## src/rtl/dp_cfg_consts.svh

```systemverilog
// Purpose: offsets, field positions, reset values of the datapath configuration layer
// Assumes: 32-bit APB data, one aligned word per register, byte addresses below
// Notes:   definitions only
`ifndef DP_CFG_CONSTS_SVH
`define DP_CFG_CONSTS_SVH

// register byte addresses
`define OFS_RAM_LAST      8'h1C
`define OFS_ALU_MASK      8'h20
`define OFS_CMP_MASK      8'h24
`define OFS_SEL           8'h28
`define OFS_CHAIN         8'h2C
`define OFS_FIFO_ZERO     8'h30
`define OFS_FIFO_ONE      8'h34
`define OFS_DATA          8'h38
`define OFS_ACC           8'h3C
`define OFS_STATUS        8'h40

// reset values
`define RST_WORD          16'h0000
`define RST_BYTE          8'h00
`define RST_READ          32'h0000_0000

// dynamic word fields
`define DYN_FUNC_HI       15
`define DYN_FUNC_LO       13
`define DYN_SRCA          12
`define DYN_SRCB_HI       11
`define DYN_SRCB_LO       10
`define DYN_SHIFT_HI      9
`define DYN_SHIFT_LO      8
`define DYN_A0WR_HI       7
`define DYN_A0WR_LO       6
`define DYN_A1WR_HI       5
`define DYN_A1WR_LO       4
`define DYN_CFB_EN        3
`define DYN_CI_SEL        2
`define DYN_SI_SEL        1
`define DYN_COMPARE_CONFIG_SELECT       0

// compare_carry_shift_select fields
`define SEL_CMPB_LO       14
`define SEL_CMPA_LO       12
`define SEL_CIB_LO        10
`define SEL_CIA_LO        8
`define SEL_MASK1_EN      7
`define SEL_MASK0_EN      6
`define SEL_OUT_MASK_EN   5
`define SEL_SI_VALUE      4
`define SEL_SIB_LO        2
`define SEL_SIA_LO        0

// fifo_msb_chain_config fields
`define CH_F1SEL_LO       14
`define CH_F0SEL_LO       12
`define CH_MSB_EN         11
`define CH_MSB_SEL_LO     8
`define CH_CMSB           5
`define CH_FB             4
`define CH_COND1          1
`define CH_COND0          0

`endif

```

## src/rtl/dp_cfg_pkg.sv

```systemverilog
// Purpose: types of the datapath configuration layer
// Assumes: field positions from dp_cfg_consts.svh
// Notes:   all module state is one packed struct
package dp_cfg_pkg;

  typedef enum logic [2:0] {
    FN_PASS = 3'b000, FN_INC = 3'b001, FN_DEC = 3'b010, FN_ADD = 3'b011,
    FN_SUB  = 3'b100, FN_XOR = 3'b101, FN_AND = 3'b110, FN_OR  = 3'b111
  } alu_func_e;

  typedef enum logic [1:0] {
    SB_D0 = 2'b00, SB_DATA1 = 2'b01, SB_ACC0 = 2'b10, SB_ACC1 = 2'b11
  } srcb_e;

  typedef enum logic [1:0] {
    SH_PASS = 2'b00, SH_LEFT = 2'b01, SH_RIGHT = 2'b10, SH_SWAP = 2'b11
  } shift_e;

  typedef enum logic [1:0] {
    WR_NONE = 2'b00, WR_ALU = 2'b01, WR_DATA = 2'b10, WR_FIFO = 2'b11
  } acc_wr_e;

  // compare set 1 operand pairs
  typedef enum logic [1:0] {
    CMP_ACC_ONE_VS_DATA_ONE = 2'b00, CMP_ACC1_ACC0 = 2'b01,
    CMP_ACC0_DATA1 = 2'b10, CMP_ACC0_ACC1 = 2'b11
  } cmp_opt_e;

  // carry-in and shift-in sources share one encoding
  typedef enum logic [1:0] {
    SRC_DEFAULT = 2'b00, SRC_REGISTERED = 2'b01, SRC_ROUTED = 2'b10, SRC_CHAINED = 2'b11
  } in_src_e;

  typedef enum logic [1:0] {
    FI_BUS = 2'b00, FI_ACC_ZERO = 2'b01, FI_ACC_ONE = 2'b10, FI_ALU = 2'b11
  } fifo_in_e;

  typedef enum logic [3:0] {
    RG_RAM = 4'h0, RG_ALUMASK = 4'h1, RG_CMPMASK = 4'h2, RG_SEL = 4'h3, RG_CHAIN = 4'h4,
    RG_FIFO0 = 4'h5, RG_FIFO1 = 4'h6, RG_DATA = 4'h7, RG_ACC = 4'h8, RG_STATUS = 4'h9,
    RG_NONE = 4'hF
  } reg_id_e;

  typedef struct packed {
    logic [7:0][15:0] ram;
    logic [7:0]       alu_mask;
    logic [15:0]      cmp_mask;
    logic [15:0]      sel;
    logic [15:0]      chain;
    logic [1:0][7:0]  data;
    logic [1:0][7:0]  acc;
    logic [1:0][7:0]  fifo;
    logic [1:0]       fifo_full;
    logic             carry;
    logic             sor;
    logic [31:0]      rdata;
    logic             err;
  } dp_state_s;

endpackage

```

## src/rtl/dp_static_cfg.sv

```systemverilog
// Purpose: configuration layer and 8-bit datapath slice with APB register access
// Assumes: state and routing inputs are logic on pclk; chain ports face neighbour slices
// Notes:   chain outputs are combinational so chained slices settle in one cycle
//
// What this block does
// - eight dynamic words, current state's word applies
// - static fields act identically in every state
// - optional 8-bit AND mask on shifter output
// - optional masks on accumulators before comparing
// - dynamic bit picks compare option A/B
// - carry-in arithmetic or registered previous carry
// - carry-in routed or chained from previous slice
// - default shift-in is constant zero or one
// - bus mode: CPU writes FIFO, datapath consumes
// - FIFO loads from acc0, acc1, ALU; CPU reads
// - chosen MSB moves shift-in, shift-out, carry-out
// - CRC top bit may come from next slice
// - CRC feedback may come from previous slice
// - condition sets may combine with previous slice
// - chain directions: up for carries, down for right
`timescale 1ns/10ps
`include "dp_cfg_consts.svh"
module dp_static_cfg
  import dp_cfg_pkg::*;
#(
  parameter bit IS_LSB_SLICE = 1'b0,
  parameter bit IS_MSB_SLICE = 1'b0
)
(
  input  wire logic        pclk,
  input  wire logic        presetn,
  input  wire logic        psel,
  input  wire logic        penable,
  input  wire logic        pwrite,
  input  wire logic [7:0]  paddr,
  input  wire logic [31:0] pwdata,
  output logic      [31:0] prdata,
  output logic             pready,
  output logic             pslverr,
  input  wire logic [2:0]  state_in,
  input  wire logic        route_carry_in,
  input  wire logic        route_shift_in,
  input  wire logic        fifo_zero_load,
  input  wire logic        fifo_one_load,
  input  wire logic        carry_chain_in,
  input  wire logic        shift_left_chain_in,
  input  wire logic        shift_right_chain_in,
  input  wire logic [3:0]  cond_zero_chain_in,
  input  wire logic [3:0]  cond_one_chain_in,
  input  wire logic        crc_fb_chain_in,
  input  wire logic        crc_msb_chain_in,
  output logic             carry_out,
  output logic             shift_left_out,
  output logic             shift_right_out,
  output logic      [3:0]  cond_zero_out,
  output logic      [3:0]  cond_one_out,
  output logic             crc_fb_out,
  output logic             crc_msb_out
);

  dp_state_s s_reg;
  dp_state_s s_next;

  logic [15:0]     dyn;
  logic [15:0]     chain_eff;
  alu_func_e       func;
  srcb_e           srcb;
  shift_e          shift_op;
  in_src_e         ci_src;
  in_src_e         si_src;
  cmp_opt_e        cmp_opt;
  logic [2:0]      msb;
  logic [7:0]      lane;
  logic [7:0]      opa;
  logic [7:0]      opb;
  logic [7:0]      opb_x;
  logic            is_alu_arithmetic_carry;
  logic            alu_arithmetic_carry_ci;
  logic            cin;
  logic            sin;
  logic [8:0]      sum_full;
  logic [8:0]      sum_lane;
  logic [7:0]      logic_res;
  logic [7:0]      alu_res;
  logic [7:0]      shifted;
  logic            crc_top;
  logic            crc_fb;
  logic [7:0]      crc_res;
  logic [7:0]      dp_out;
  logic [7:0]      cmp_acc_zero;
  logic [7:0]      cmp_acc_one;
  logic [1:0][7:0] cmp_lhs;
  logic [1:0][7:0] cmp_rhs;
  logic [1:0][3:0] cond_in;
  logic [1:0][3:0] cond_out;
  logic [1:0]      cond_chain;
  logic            setup;
  logic            wr_acc;
  logic            rd_acc;
  reg_id_e         rd_id;
  reg_id_e         wr_id;

  // one decoder for the setup-phase read and the access-phase write
  function automatic reg_id_e decode(input logic [7:0] addr);
    reg_id_e id;
    id = RG_NONE;
    if (addr[1:0] != 2'b00)
      id = RG_NONE;
    else if (addr <= `OFS_RAM_LAST)
      id = RG_RAM;
    else if (addr == `OFS_ALU_MASK)
      id = RG_ALUMASK;
    else if (addr == `OFS_CMP_MASK)
      id = RG_CMPMASK;
    else if (addr == `OFS_SEL)
      id = RG_SEL;
    else if (addr == `OFS_CHAIN)
      id = RG_CHAIN;
    else if (addr == `OFS_FIFO_ZERO)
      id = RG_FIFO0;
    else if (addr == `OFS_FIFO_ONE)
      id = RG_FIFO1;
    else if (addr == `OFS_DATA)
      id = RG_DATA;
    else if (addr == `OFS_ACC)
      id = RG_ACC;
    else if (addr == `OFS_STATUS)
      id = RG_STATUS;
    return id;
  endfunction

  // the current state picks the dynamic word; static regs are not indexed by state
  assign dyn      = s_reg.ram[state_in];
  assign func     = alu_func_e'(dyn[`DYN_FUNC_HI:`DYN_FUNC_LO]);
  assign srcb     = srcb_e'(dyn[`DYN_SRCB_HI:`DYN_SRCB_LO]);
  assign shift_op = shift_e'(dyn[`DYN_SHIFT_HI:`DYN_SHIFT_LO]);

  // end slices ignore the condition and crc chain inputs that have no neighbour behind them
  assign chain_eff = s_reg.chain
                   & ~(IS_LSB_SLICE ? 16'h0013 : 16'h0000)
                   & ~(IS_MSB_SLICE ? 16'h0020 : 16'h0000);

  // per-cycle choice between option A and option B of each static select
  assign ci_src  = in_src_e'(dyn[`DYN_CI_SEL] ? s_reg.sel[`SEL_CIB_LO +: 2]
                                              : s_reg.sel[`SEL_CIA_LO +: 2]);
  assign si_src  = in_src_e'(dyn[`DYN_SI_SEL] ? s_reg.sel[`SEL_SIB_LO +: 2]
                                              : s_reg.sel[`SEL_SIA_LO +: 2]);
  assign cmp_opt = cmp_opt_e'(dyn[`DYN_COMPARE_CONFIG_SELECT] ? s_reg.sel[`SEL_CMPB_LO +: 2]
                                                : s_reg.sel[`SEL_CMPA_LO +: 2]);

  // selected MSB; lane covers bits msb..0
  assign msb  = s_reg.chain[`CH_MSB_EN] ? s_reg.chain[`CH_MSB_SEL_LO +: 3] : 3'd7;
  assign lane = 8'hFF >> (3'd7 - msb);

  // operand selection and arithmetic carry of each function
  assign opa      = dyn[`DYN_SRCA] ? s_reg.acc[1] : s_reg.acc[0];
  assign opb      = (srcb == SB_D0) ? s_reg.data[0] :
                    (srcb == SB_DATA1) ? s_reg.data[1] :
                    (srcb == SB_ACC0)  ? s_reg.acc[0]  : s_reg.acc[1];
  assign opb_x    = (func == FN_SUB) ? ~opb :
                    (func == FN_DEC) ? 8'hFF :
                    (func == FN_INC) ? 8'h00 : opb;
  assign is_alu_arithmetic_carry = (func == FN_INC) | (func == FN_DEC) | (func == FN_ADD) | (func == FN_SUB);
  assign alu_arithmetic_carry_ci = (func == FN_INC) | (func == FN_SUB);

  // carry-in source; a chained carry arrives from the less significant slice
  always_comb
  begin
    case (ci_src)
      SRC_DEFAULT:    cin = alu_arithmetic_carry_ci;
      SRC_REGISTERED: cin = s_reg.carry;
      SRC_ROUTED:     cin = route_carry_in;
      default:        cin = IS_LSB_SLICE ? alu_arithmetic_carry_ci : carry_chain_in;
    endcase
  end

  // shift-in source; chained input depends on shift direction
  always_comb
  begin
    case (si_src)
      SRC_DEFAULT:    sin = s_reg.sel[`SEL_SI_VALUE];
      SRC_REGISTERED: sin = s_reg.sor;
      SRC_ROUTED:     sin = route_shift_in;
      default:        sin = (shift_op == SH_RIGHT) ? shift_right_chain_in
                                                   : shift_left_chain_in;
    endcase
  end

  // full sum for the result, lane sum for the carry at the chosen msb
  assign sum_full = {1'b0, opa} + {1'b0, opb_x} + {8'h00, cin};
  assign sum_lane = {1'b0, opa & lane} + {1'b0, opb_x & lane} + {8'h00, cin};
  assign logic_res = (func == FN_XOR) ? (opa ^ opb) :
                     (func == FN_AND) ? (opa & opb) :
                     (func == FN_OR)  ? (opa | opb) : opa;
  assign alu_res   = is_alu_arithmetic_carry ? sum_full[7:0] : logic_res;

  // right shift inserts at the chosen msb, left shift at bit 0
  always_comb
  begin
    case (shift_op)
      SH_LEFT:  shifted = {alu_res[6:0], sin};
      SH_RIGHT: shifted = (alu_res >> 1) & ~(8'h01 << msb) | ({7'h00, sin} << msb);
      SH_SWAP:  shifted = {alu_res[3:0], alu_res[7:4]};
      default:  shifted = alu_res;
    endcase
  end

  // crc: top bit travels down, feedback travels up the chain
  assign crc_top = chain_eff[`CH_CMSB] ? crc_msb_chain_in : opa[msb];
  assign crc_fb  = chain_eff[`CH_FB] ? crc_fb_chain_in : (crc_top ^ sin);
  assign crc_res = (dyn[`DYN_CFB_EN] & crc_fb) ? (shifted ^ opb) : shifted;

  // output mask gates the shifter result only when enabled
  assign dp_out = crc_res & (s_reg.sel[`SEL_OUT_MASK_EN] ? s_reg.alu_mask : 8'hFF);

  // outgoing chain signals, combinational for single-cycle wide words
  assign carry_out       = is_alu_arithmetic_carry & sum_lane[{1'b0, msb} + 4'd1];
  assign shift_left_out  = alu_res[msb];
  assign shift_right_out = alu_res[0];
  assign crc_fb_out      = crc_fb;
  assign crc_msb_out     = opa[msb];

  // compare inputs masked per enable
  assign cmp_acc_zero = s_reg.acc[0]
                      & (s_reg.sel[`SEL_MASK0_EN] ? s_reg.cmp_mask[7:0] : 8'hFF);
  assign cmp_acc_one  = s_reg.acc[1]
                      & (s_reg.sel[`SEL_MASK1_EN] ? s_reg.cmp_mask[15:8] : 8'hFF);
  assign cmp_lhs[0] = cmp_acc_zero;
  assign cmp_rhs[0] = s_reg.data[0];
  assign cmp_lhs[1] = ((cmp_opt == CMP_ACC0_DATA1) | (cmp_opt == CMP_ACC0_ACC1)) ? cmp_acc_zero
                                                                         : cmp_acc_one;
  assign cmp_rhs[1] = (cmp_opt == CMP_ACC_ONE_VS_DATA_ONE) ? s_reg.data[1] :
                      (cmp_opt == CMP_ACC1_ACC0)  ? cmp_acc_zero  :
                      (cmp_opt == CMP_ACC0_DATA1) ? s_reg.data[1] : cmp_acc_one;
  assign cond_in[0]    = cond_zero_chain_in;
  assign cond_in[1]    = cond_one_chain_in;
  assign cond_chain    = {chain_eff[`CH_COND1], chain_eff[`CH_COND0]};
  assign cond_zero_out = cond_out[0];
  assign cond_one_out  = cond_out[1];

  // two condition sets, each chainable from the previous slice
  generate
    for (genvar g = 0; g < 2; g++)
    begin : g_cond
      dp_condition_unit u_cond
      (
        .lhs      (cmp_lhs[g]),
        .rhs      (cmp_rhs[g]),
        .chain_en (cond_chain[g]),
        .cond_in  (cond_in[g]),
        .cond_out (cond_out[g])
      );
    end
  endgenerate

  // apb: zero wait states, read data prepared during setup
  assign setup   = psel & ~penable;
  assign wr_acc  = psel & penable & pwrite;
  assign rd_acc  = psel & penable & ~pwrite;
  assign rd_id   = decode(paddr);
  assign wr_id   = decode(paddr);
  assign pready  = 1'b1;
  assign prdata  = s_reg.rdata;
  assign pslverr = s_reg.err & psel & penable;

  // next state: bus access, fifo traffic, accumulator writes, registered carry
  always_comb
  begin
    fifo_in_e fsel;
    acc_wr_e  wsrc;
    logic     pop;
    logic     load;
    logic [7:0] lval;
    s_next = s_reg;
    fsel   = FI_BUS;
    wsrc   = WR_NONE;
    pop    = 1'b0;
    load   = 1'b0;
    lval   = 8'h00;
    s_next.carry = carry_out;
    s_next.sor   = shift_right_out;
    if (setup)
    begin
      s_next.err = (rd_id == RG_NONE);
      case (rd_id)
        RG_RAM:    s_next.rdata = {16'h0000, s_reg.ram[paddr[4:2]]};
        RG_ALUMASK: s_next.rdata = {24'h00_0000, s_reg.alu_mask};
        RG_CMPMASK: s_next.rdata = {16'h0000, s_reg.cmp_mask};
        RG_SEL:    s_next.rdata = {16'h0000, s_reg.sel};
        RG_CHAIN:  s_next.rdata = {16'h0000, s_reg.chain};
        RG_FIFO0:  s_next.rdata = {23'h00_0000, s_reg.fifo_full[0], s_reg.fifo[0]};
        RG_FIFO1:  s_next.rdata = {23'h00_0000, s_reg.fifo_full[1], s_reg.fifo[1]};
        RG_DATA:   s_next.rdata = {16'h0000, s_reg.data};
        RG_ACC:    s_next.rdata = {16'h0000, s_reg.acc};
        RG_STATUS: s_next.rdata = {24'h00_0000, s_reg.fifo_full, s_reg.carry, s_reg.sor,
                                   1'b0, state_in};
        default:   s_next.rdata = `RST_READ;
      endcase
    end
    if (wr_acc)
    begin
      case (wr_id)
        RG_RAM:   s_next.ram[paddr[4:2]] = pwdata[15:0];
        RG_ALUMASK: s_next.alu_mask = pwdata[7:0];
        RG_CMPMASK: s_next.cmp_mask = pwdata[15:0];
        RG_SEL:   s_next.sel = pwdata[15:0];
        RG_CHAIN: s_next.chain = pwdata[15:0];
        RG_DATA:  s_next.data = pwdata[15:0];
        default:  s_next.err = s_reg.err;
      endcase
    end
    for (int i = 0; i < 2; i++)
    begin
      fsel = fifo_in_e'(s_reg.chain[(i == 0 ? `CH_F0SEL_LO : `CH_F1SEL_LO) +: 2]);
      wsrc = acc_wr_e'(i == 0 ? dyn[`DYN_A0WR_HI:`DYN_A0WR_LO] : dyn[`DYN_A1WR_HI:`DYN_A1WR_LO]);
      // accumulator write source of the current state
      case (wsrc)
        WR_ALU:  s_next.acc[i] = dp_out;
        WR_DATA: s_next.acc[i] = s_reg.data[i];
        WR_FIFO: s_next.acc[i] = s_reg.fifo[i];
        default: s_next.acc[i] = s_reg.acc[i];
      endcase
      if (fsel == FI_BUS)
      begin
        // cpu fills, datapath drains; a full fifo refuses cpu writes unless the datapath pops it in the same cycle
        pop  = (wsrc == WR_FIFO) & s_reg.fifo_full[i];
        load = wr_acc & (wr_id == (i == 0 ? RG_FIFO0 : RG_FIFO1));
        lval = pwdata[7:0];
      end
      else
      begin
        // datapath fills from acc or alu, cpu read drains
        pop  = rd_acc & (rd_id == (i == 0 ? RG_FIFO0 : RG_FIFO1));
        load = (i == 0) ? fifo_zero_load : fifo_one_load;
        lval = (fsel == FI_ACC_ZERO) ? s_reg.acc[0] :
               (fsel == FI_ACC_ONE)  ? s_reg.acc[1] : dp_out;
      end
      // a load in the same cycle as a pop wins over the pop
      s_next.fifo_full[i] = s_reg.fifo_full[i] & ~pop;
      if (load & (~s_reg.fifo_full[i] | pop))
      begin
        s_next.fifo[i]      = lval;
        s_next.fifo_full[i] = 1'b1;
      end
    end
  end

  // single state register; every field resets to its default
  always_ff @(posedge pclk or negedge presetn)
  begin
    if (!presetn)
    begin
      s_reg           <= '0;
      s_reg.sel       <= `RST_WORD;
      s_reg.chain     <= `RST_WORD;
      s_reg.alu_mask  <= `RST_BYTE;
      s_reg.rdata     <= `RST_READ;
    end
    else
    begin
      s_reg <= s_next;
    end
  end

endmodule

```

## src/rtl/dp_condition_unit.sv

```systemverilog
// Purpose: one condition set: less, equal, zero, all-ones, with optional chaining
// Assumes: chained inputs come from the less significant slice on the same clock
// Notes:   bit order of cond vectors is {less, equal, zero, all_ones}
`timescale 1ns/10ps
module dp_condition_unit
(
  input  wire logic [7:0] lhs,
  input  wire logic [7:0] rhs,
  input  wire logic       chain_en,
  input  wire logic [3:0] cond_in,
  output logic      [3:0] cond_out
);
  logic [3:0] local_cond;

  // local compare on already masked operands
  assign local_cond = {lhs < rhs, lhs == rhs, lhs == 8'h00, lhs == 8'hFF};

  // chained: lower slice decides less only when this byte is equal
  always_comb
  begin
    if (chain_en)
    begin
      cond_out[3] = local_cond[3] | (local_cond[2] & cond_in[3]);
      cond_out[2] = local_cond[2] & cond_in[2];
      cond_out[1] = local_cond[1] & cond_in[1];
      cond_out[0] = local_cond[0] & cond_in[0];
    end
    else
    begin
      cond_out = local_cond;
    end
  end
endmodule

```

## config.mk

```make
export PLATFORM = sky130hd
export DESIGN_NAME = dp_static_cfg
export DESIGN_NICKNAME = d
export VERILOG_FILES = /design/src/rtl/dp_cfg_pkg.sv /design/src/rtl/dp_static_cfg.sv /design/src/rtl/dp_condition_unit.sv
export VERILOG_INCLUDE_DIRS = /design/src /design/src/rtl
export SDC_FILE = /design/constraint.sdc
export NUM_CORES = 1
export LEC_CHECK = 0
export ABC_CLOCK_PERIOD_IN_PS = 5400
export BUFFER_PORTS_ARGS = -buffer_cell sky130_fd_sc_hd__buf_2
export CORE_ASPECT_RATIO = 0.9
export CORE_UTILIZATION = 55
export DETAILED_ROUTE_END_ITERATION = 6
export PLACE_DENSITY = 0.78
export SLEW_MARGIN = 5
export SYNTH_ARGS = -nofsm -noshare
export SYNTH_HDL_FRONTEND = slang
export SYNTH_SLANG_ARGS = --single-unit
```

## constraint.sdc

```tcl
create_clock -name pclk -period 5.4 [get_ports pclk]
set_input_delay 0.27 -clock pclk [delete_from_list [all_inputs] [get_ports pclk]]
set_output_delay 0.27 -clock pclk [all_outputs]
set_load 0.05 [all_outputs]
```

### Yosys cells after proc, flatten, opt, wreduce, memory -nomap -nowiden

Index checks and enable logic that the tools add are counted.

* logic and storage cells: 241
* register bits after elaboration: 253
* output and inout bits: 47
* input bits: 65

* shift-type cells: 3
* order comparisons: 8
* bitwise logic cells: 55
* add/subtract/negate cells: 6
* mux-type cells: 73
* equal/unequal tests: 53
* reduce and logical (&&, ||, !) cells: 20

Operators with widths (count)
* two-way mux 8 bit: 25
* case mux 16 bit (10 select lines): 1
* bitwise mux 128 bit: 1
* binary-select mux 16 bit (select 3 bit): 2
* case mux 8 bit (3 select lines): 3
* equality test 8 x 6 -> 1 bit, second input constant: 8
* AND 8 bit: 6
* demux 16 bit (select 3 bit): 1
* two-way mux 16 bit: 3
* two-way mux 4 bit: 11
* AND 1 bit: 26
* equality test 2 bit, second input constant: 13
* equality test 2 x 1 -> 1 bit, second input constant: 9
* equality test 4 x 3 -> 1 bit, second input constant: 4
* equality test 8 bit: 2
* equality test 8 bit, second input constant: 2
* zero test 8 bit: 2
* < comparator 8 bit: 2
* NOT 8 bit: 2
* OR 8 bit: 2
* bitwise XOR 8 bit: 2
* two-way mux 1 bit: 15
* equality test 3 bit, second input constant: 4
* equality test 4 bit, second input constant: 3
* 35 further kinds: 69

### Logic depth before layout (Yosys ltp)

Gate-level depths: netlist of the first run.

* depth after elaboration: 21
* mapped depth: 24
* gate-level depth less buffers: 21

### Modules after synthesis

A second synthesis of the first run with hierarchy kept.

* cells, all modules: 1609
* area, all modules: 17374.2 um^2

By module, submodules not included
* dp_static_cfg: cells an instance 1533, area an instance 16846.2 um^2, instances 1, sequential area each 6331.1 um^2
* dp_condition_unit: cells an instance 38, area an instance 264.0 um^2, instances 2, sequential area each 0.0 um^2

### Worst setup path before layout of the first run

No wires, ideal clock.

* kind: input to output
* start: input port state_in[0]
* end: output port shift_left_out
* slack: -0.618 ns
* cell stages on the path: 17
* buffers on the path: 4
* arrival time: 5.748 ns
* cells stage by stage: buf_6 > buf_12 > buf_8 > buf_4 > mux4_2 > mux2i_1 > mux2i_1 > mux4_2 > fa_1 > fa_1 > and3_1 > o21ai_0 > o211ai_1 > a21oi_1 > a2111oi_2 > mux4_2 > o21ai_0

* cells in the longest elaborated chain, start to end: 14
* elaborated cells between the ends (all ways): 40
* those cells by class: 2 x add/sub; 11 x eq/ne; 17 x mux; 8 x bitwise; 2 x reduce/logical

RTL lines
* start: declaration: line dp_static_cfg.sv:40 `input wire logic [2:0] state_in,`
* binary-select mux 16 bit (select 3 bit) (*): line dp_static_cfg.sv:133 `assign dyn = s_reg.ram[state_in];`
* two-way mux 16 bit (not written as such) (*): line dp_static_cfg.sv:133
* equality test 2 bit: line dp_static_cfg.sv:159 `(srcb == SB_ACC0) ? s_reg.acc[0] : s_reg.acc[1];`
* two-way mux 8 bit: line dp_static_cfg.sv:159
* two-way mux 8 bit: line dp_static_cfg.sv:158 `(srcb == SB_DATA1) ? s_reg.data[1] :`
* two-way mux 8 bit: line dp_static_cfg.sv:157 `assign opb = (srcb == SB_D0) ? s_reg.data[0] :`
* two-way mux 8 bit: line dp_static_cfg.sv:162 `(func == FN_INC) ? 8'h00 : opb;`
* two-way mux 8 bit: line dp_static_cfg.sv:161 `(func == FN_DEC) ? 8'hFF :`
* two-way mux 8 bit: line dp_static_cfg.sv:160 `assign opb_x = (func == FN_SUB) ? ~opb :`
* adder 8 bit: line dp_static_cfg.sv:190 `assign sum_full = {1'b0, opa} + {1'b0, opb_x} + {8'h00, cin};`
* adder 8 x 1 -> 8 bit: line dp_static_cfg.sv:190
* two-way mux 8 bit (*): line dp_static_cfg.sv:195 `assign alu_res = is_alu_arithmetic_carry ? sum_full[7:0] : logic_res;`
* binary-select mux 1 bit (select 3 bit) (*): line dp_static_cfg.sv:218 `assign shift_left_out = alu_res[msb];`
* two-way mux 1 bit (not written as such) (*): line dp_static_cfg.sv:218
* end: declaration: line dp_static_cfg.sv:53 `output logic shift_left_out,`

Mark *: on every way between the ends. The rest lies on a longest branch, timed or not. The select of a mux whose other input is x is not followed.

### Worst setup path after layout of the first run

* start: register s_reg[248] (netlist bit)
* end: output port shift_left_out

* cells in the longest elaborated chain, start to end: 14
* elaborated cells between the ends (all ways): 23
* those cells by class: 2 x add/sub; 2 x eq/ne; 14 x mux; 4 x bitwise; 1 x reduce/logical

RTL lines
* start: declaration: line dp_static_cfg.sv:61 `dp_state_s s_reg;`
* start signal: assignment: line dp_static_cfg.sv:361 `s_reg <= s_next;`
* binary-select mux 16 bit (select 3 bit) (*): line dp_static_cfg.sv:133
* two-way mux 16 bit (not written as such) (*): line dp_static_cfg.sv:133
* equality test 2 bit: line dp_static_cfg.sv:159
* two-way mux 8 bit: line dp_static_cfg.sv:159
* two-way mux 8 bit: line dp_static_cfg.sv:158
* two-way mux 8 bit (*): line dp_static_cfg.sv:157
* two-way mux 8 bit: line dp_static_cfg.sv:162
* two-way mux 8 bit: line dp_static_cfg.sv:161
* two-way mux 8 bit: line dp_static_cfg.sv:160
* adder 8 bit: line dp_static_cfg.sv:190
* adder 8 x 1 -> 8 bit: line dp_static_cfg.sv:190
* two-way mux 8 bit (*): line dp_static_cfg.sv:195
* binary-select mux 1 bit (select 3 bit) (*): line dp_static_cfg.sv:218
* two-way mux 1 bit (not written as such) (*): line dp_static_cfg.sv:218

Marked as above.

==> summary.md, run 1 <==
| Metric | Value |
|---|---|
| # DRC | 32 |
| Post-DP HPWL | 45400 µm |
| Clk buf depth | 3 |
| Tot Pwr | between 4 and 5 mW |
| All-layer global routing usage | 38.4% |
| WHS | around 52 ps |
| Die X | around 190 µm |
| Combinational Power Share | roughly 16% |
| Drt total wl | roughly 64000 µm |
| Synth warn | 0 |
| First drt pass iteration count | 7 |
| Buf/Inv on CP | 3 |
| Initial antenna violation count | 2 |
| Clk sinks | ~250 |
| Max reg flops | roughly 210 |
| P&R area growth vs syn | 13.9% |
| Share of layout cells above drive strength 1 | between 30% and 40% |
| CP Class | reg -> out |
| Post-DRT Antenna Nets | 0 |
| Ports | roughly 110 |
| DP Cell Count | 2198 |
| Final Hold Vio Count | 0 |
| Endpoints failing setup | 0 |
| Clock latency at the later pin of the worst-skew pair | 570 ps |
| Status | finished, violations left |
| Power density over cell area | 228 nW/µm² |
| Synth area leader | dfrtp_1 |
| Crit path max-delay cell type | mux4_2 |
| CTS Buf Count | 27 |
| Ys async rst share | 100% |
| Max Cap Violations | 0 |
| FF+latch count, synth | 253 |
| Vias in the first global route | between 15000 and 20000 |
| Number of diodes | 0 |
| Initial Utilization | a little under three fifths |
| Slew Limit Fails | 0 |
| Rows | 62 |
| Die height | about 170 µm |
| RSZ-0062 raised after global routing | true |
| WP data arrival | 5040 ps |
| Die area | ~33000 µm² |
| Critical path fanouts, max | 6 |
| First-pass GRT wire length | between 90000 and 100000 µm |
| Fillers | 2503 |
| Peak VDD IR | ~0.28 mV |
| Largest net degree at the start of global routing | between 100 and 150 |
| Top post-synthesis cells by area | dfrtp_1 35%, mux2_2 13%, mux4_2 8.2%, mux2i_1 4.8%, ha_1 3.7% |
| Nets | 1958 |
| Net load switching power | between 1 and 1.5 mW |
| Final WS setup | slightly below 90 ps |
| Failing checks | design-rule violations |
| Relative slew slack | roughly 25% |
| Drt via density | 7.01 |
| GRT overflow | 0 |
| # H-tree levels | 1 |
| Crit end category | output port |
| Fin crit period | 5310 ps |
| Core area | about 32000 µm² |
| Clock root cell | clkbuf_16 |
| Switching fraction of total power | approximately 29% |
| Cell Area, Placed | approximately 19000 µm² |
| Crit-path max cell delay | about 500 ps |
| Routed WL per cell | approximately 28 µm |
| Clock slew at reported path FFs | 70 ps |
| Min-Delay Path Class | in -> reg |
| Post-layout util | a little under two thirds |
| Clk_skew | roughly 32 ps |
| Clk pwr share | between 40% and 50% |
| Total number of vias | 15900 |
| Worst-Margin Slew | about 1100 ps |
| Synthesized area | 18000 µm² |
| Most common cell in the netlist | dfrtp_1 |
| Post-synth top cells | 253 x dfrtp_1, 209 x mux2_2, 119 x nand2_1, 108 x o21ai_0, 93 x nor2_1 |
| Finished Cell Area | ~20000 µm² |
| Setup TNS | 0 ps |
| Final period utilization | ~98% |
| Required time of the critical path | between 5000 and 6000 ps |
| Seq/Total Area, Yosys | between 30% and 40% |
| Top delay family on crit path | compound AO/OA/AOI/OAI gates |
| Non-Filler Instances | 2268 |
| CP Cell Sequence | mux4_2 -> mux2i_4 -> buf_12 -> buf_12 -> mux2i_4 -> a21oi_2 -> nand2_1 -> xnor2_1 -> a21oi_1 -> ha_1 -> nand3_2 -> a21oi_2 -> a211oi_2 -> or3_4 -> xnor3_1 -> a221o_1 -> a21oi_4 -> a211oi_2 -> a211o_1 -> o21ai_2 -> buf_6 |
| Reg power frac | between 40% and 50% |
| Post-Syn Instances | about 1700 |
| P_leak | just under 10 nW |
| Top_reg_cell synth | dfrtp_1 |
| Pre-CTS WS | -81.7 ps |
| Post-synth EDFFs | 0 |
| Routability Congestion | 1.08 |
| Netlist cell types | between 90 and 100 |
| Fmax achieved | between 0.15 and 0.2 GHz |
| TritonCTS clock tree | built |
| Critical Path Start Type | flip-flop |
| Top-area cell type share of the netlist area | between 30% and 40% |
| I/O Buffers | approximately 80 |
| Initial DRC count | 2214 |
| Syn Area/Cell | about 10 µm² |
| Internal power | approximately 3.3 mW |
timing repair:
action | CTS | global route
pin swaps | 10 | 33
resized for setup | 18 | 59
setup endpoints to repair | 2 | 6
hold buffers | 1 | 0
endpoints found under the hold margin | 143 | 0
setup buffers | 9 | 15
cloned | 1 | 1
metal layers:
| metal | global-route usage, % | wire length [µm] | vias to the layer above |
|---|---|---|---|
| met4 | 20.6 | 4480 | 2 |
| met3 | 10.4 | 7960 | 303 |
| met1 | 50.9 | 23600 | 7801 |
| met5 | 0 | 13 | - |
| li1 | - | - | 6637 |
| met2 | 57.2 | 27800 | 1163 |
tightest hold or removal path: cells and delay by family:
| kind | cells | cell delay [ps] |
|---|---|---|
| and+or+nand+nor | 2 | 140 |
| buffers and inverters | 1 | 160 |
worst paths after layout:
path                                 start             end  slack, ps  depth (start not counted)
worst min register to register    s_reg[0]        s_reg[0]        480                          2
worst max register to register  s_reg[191]       s_reg[65]        250                         19
worst min-delay path                pwrite       s_reg[36]         50                          3
max in group asynchronous          presetn      cmp_rhs[0]       3790                          3
worst max-delay path            s_reg[248]  shift_left_out         90                         21
min in group asynchronous          presetn      s_reg[230]        420                          2
area by class of cell:
class | instances | area [µm²] | share of cell area (%)
Multi-Input combinational cell | 1289 | 11000 | 53.9
Clock buffer | 33 | 748 | 3.66
Tap cell | 416 | 520 | 2.54
Timing Repair Buffer | 202 | 1460 | 7.12
Inverter | 64 | 240 | 1.17
Clock inverter | 11 | 143 | 0.697
Sequential cell | 253 | 6330 | 31.0
cells in the final DEF (no fill, tap or decap), drive strengths merged, types with 16 or more instances in the layout:
cell / netlist / final
a211oi: 31 / 31
a21oi: 71 / 71
a221oi: 23 / 23
a22o: 24 / 24
a22oi: 22 / 22
and2: 21 / 21
buf: 67 / 200
clkbuf: 69 / 34
conb: 2 / 17
dfrtp: 253 / 253
ha: 53 / 53
inv: 62 / 63
mux2: 210 / 210
mux2i: 93 / 93
mux4: 67 / 67
nand2: 120 / 120
nand2b: 22 / 22
nand3: 43 / 43
nand4: 16 / 16
nor2: 94 / 94
nor2b: 40 / 40
nor3: 27 / 27
o21ai: 112 / 112
o31ai: 16 / 16
or3: 17 / 17
power groups by stage:
stage          sequential [mW]  clock [mW]  combinational [mW]
3_3_place_gp              2.01           0               0.680
6_report                  1.98        1.92               0.759
3_5_place_dp              2.01           0               0.691
4_1_cts                   1.97        1.92               0.705
2_1_floorplan             1.98           0               0.456
5_1_grt                   1.98        1.99               0.808
kinds of logic (layout without fill, tap and decap cells):
group           after synthesis  count (layout)  synth area share [%]
xor+xnor                     21              21                  1.14
other cells                   2              17                0.0418
mux                         370             370                  27.1
simple gates                430             430                  11.9
flops                       253             253                  35.2
buf+inv                     200             310                  5.32
fa+ha+maj                    56              56                  4.03
compound gates              395             395                  15.2
Power figures use the tool's default switching activity.
==> run 2, diff against run 1 <==
--- a/config.mk
+++ b/config.mk
@@ -12,6 +12,7 @@
 export CORE_UTILIZATION = 55
 export DETAILED_ROUTE_END_ITERATION = 6
 export PLACE_DENSITY = 0.78
+export SETUP_SLACK_MARGIN = 0.4
 export SLEW_MARGIN = 5
 export SYNTH_ARGS = -nofsm -noshare
 export SYNTH_HDL_FRONTEND = slang
==> run 2 against run 1 <==
Compared with the run above: the run still ends with design-rule violations left; power increased by 0.87%; combinational power is 4.7% higher; die area stayed put; sequential power hardly changed; first-iteration DRC count decreased by 25%; cell area rose by 1.5%; via count decreased by 1.0%.
==> summary.md, run 2 (synthesis results as in run 1) <==
| Metric | Value |
|---|---|
| Status | finished, violations left |
| Failing checks | design-rule violations |
| WP data arrival | ~5100 ps |
| CTS Buf Count | 27 |
| Top delay family on crit path | compound AO/OA/AOI/OAI gates |
| Largest net degree at the start of global routing | between 100 and 150 |
| Routed WL per cell | 28.1 µm |
| Clock latency at the later pin of the worst-skew pair | 560 ps |
| First drt pass iteration count | 7 |
| Slew Limit Fails | 0 |
| CP Cell Sequence | mux4_2 -> mux2i_4 -> buf_12 -> clkbuf_16 -> mux2i_4 -> a21oi_4 -> o21ai_1 -> o211ai_1 -> buf_4 -> ha_4 -> nand3_2 -> a21oi_2 -> a211oi_2 -> or3_4 -> xnor3_1 -> a221o_1 -> a21oi_2 -> a211oi_2 -> a211o_1 -> o21ai_2 -> buf_6 |
| Clk sinks | 253 |
| Most common cell after layout, fill and taps aside | dfrtp_1 |
| Max reg flops | between 200 and 250 |
| Hold path start | pwrite |
| I/O Buffers | between 70 and 80 |
| First-pass GRT wire length | around 95000 µm |
| Ports | ~110 |
| # DRC | 20 |
| Max Cap Violations | 0 |
| Die X | about 190 µm |
| Min-Delay Path Class | in -> reg |
| Nets | a little under 2000 |
| Number of diodes | 0 |
| Die area | 33400 µm² |
| Share of layout cells above drive strength 1 | around 35% |
| Critical Path Start Type | flip-flop |
| Reg2reg start | s_reg[255] |
| Drt total wl | about 64000 µm |
| CP Class | reg -> out |
| Fmax achieved | 0.186 GHz |
| Pre-CTS WS | -40.4 ps |
| Fin crit period | between 5000 and 6000 ps |
| Endpoints failing setup | 0 |
| Crit-path max cell delay | around 520 ps |
| TritonCTS clock tree | built |
| # H-tree levels | 1 |
| R2r setup slk | about 260 ps |
| Worst-Margin Slew | around 1100 ps |
| Critical path fanouts, max | 6 |
| Initial DRC count | roughly 1700 |
| P&R area growth vs syn | 15.6% |
| Post-DP HPWL | around 45000 µm |
| RSZ-0062 raised after global routing | true |
| Initial Utilization | 56.1% |
| Clk_skew | 18.9 ps |
| Relative slew slack | 27.9% |
| All-layer global routing usage | a little under two fifths |
| Final period utilization | 99.4% |
| Commonest cells after routing, fill and taps aside | 253 x dfrtp_1, 208 x mux2_2, 116 x nand2_1 |
| Vias in the first global route | around 15000 |
| Required time of the critical path | a little over 5000 ps |
| Post-layout util | about 65% |
| Total number of vias | 15700 |
| Initial antenna violation count | 0 |
| Final Hold Vio Count | 0 |
| P_leak | 9.62 nW |
| GRT overflow | 0 |
| Drt via density | roughly 6.9 |
| Tot Pwr | roughly 4.7 mW |
| Routability Congestion | about 1 |
| Cell Area, Placed | between 15000 and 20000 µm² |
| Final WS setup | approximately 33 ps |
| Core area | roughly 32000 µm² |
| Crit end category | output port |
| Power density over cell area | about 230 nW/µm² |
| Crit path max-delay cell type | mux4_2 |
| Rows | 62 |
| Die height | ~170 µm |
| Finished Cell Area | just over 20000 µm² |
| Clock root cell | clkbuf_16 |
| Buf/Inv on CP | 4 |
| Clk buf depth | 3 |
| Fillers | around 2500 |
| Worst Setup SP | s_reg[264] |
| Clock slew at reported path FFs | approximately 70 ps |
| Post-DRT Antenna Nets | 0 |
| Peak VDD IR | around 0.24 mV |
run 2: changes by cell type in the layout (fill, tap and decap cells not counted), sizes merged:
cell	previous run	this run
clkinvlp	2	5
buf	200	193
clkbuf	34	36
inv	63	65
run 2: worst paths after layout:
path | to | depth (start not counted)
worst max register to register | s_reg[64] | 19
min in group asynchronous | s_reg[187] | 2
worst min-delay path | s_reg[36] | 3
max in group asynchronous | s_reg[33] | 3
worst max-delay path | shift_left_out | 21
worst min register to register | prdata[2] | 2
run 2: metal layers:
metal	GRT usage, %	routed length, µm
met5	0	0
met4	19.6	3910
met3	8.54	7010
met2	56.5	28100
met1	52.2	24700
run 2: power breakdown:
group          internal [mW]  switching (mW)  total, mW
clock                   1.10           0.829       1.93
sequential              1.92          0.0529       1.98
combinational          0.303           0.492      0.795
run 2: worst register-to-register path: stages (launching register included):
cell	delay [ps]
dfrtp_1	380
mux4_2	510
mux2i_4	240
mux2i_4	300
mux4_2	550
fa_2	400
fa_2	380
and3_4	180
or3_4	370
o211ai_1	100
a21oi_2	100
a2111oi_4	330
buf_4	180
buf_6	110
o21ai_1	60
a41oi_1	230
o2bb2ai_2	130
xnor2_1	150
buf_4	170
o31ai_4	200
run 2: area by class of cell:
class | instances | area [µm²] | share of cell area (%)
Multi-Input combinational cell | 1289 | 11300 | 54.6
Sequential cell | 253 | 6330 | 30.5
Timing Repair Buffer | 197 | 1440 | 6.92
Clock buffer | 33 | 718 | 3.46
Tap cell | 416 | 520 | 2.51
Inverter | 64 | 240 | 1.16
Clock inverter | 16 | 179 | 0.862
run 2: stage by stage:
step	setup TNS [ps]	std cells	hold slack, ps
after detailed placement	-75.4	2193	382
final	0	2268	52.9
after global placement	0	2193	371
after CTS	0	2256	29.4
after global routing	-264	2268	38.7
after floorplan	0	1742	-25.6
run 2: repair_timing:
action / in CTS / in global routing
resized for setup: 28 / 106
pin swaps: 15 / 53
buffers inserted: 13 / 10
gates cloned: 0 / 2
hold endpoints to repair: 106 / 0
hold buffers: 1 / 0
setup endpoints to repair: 21 / 35
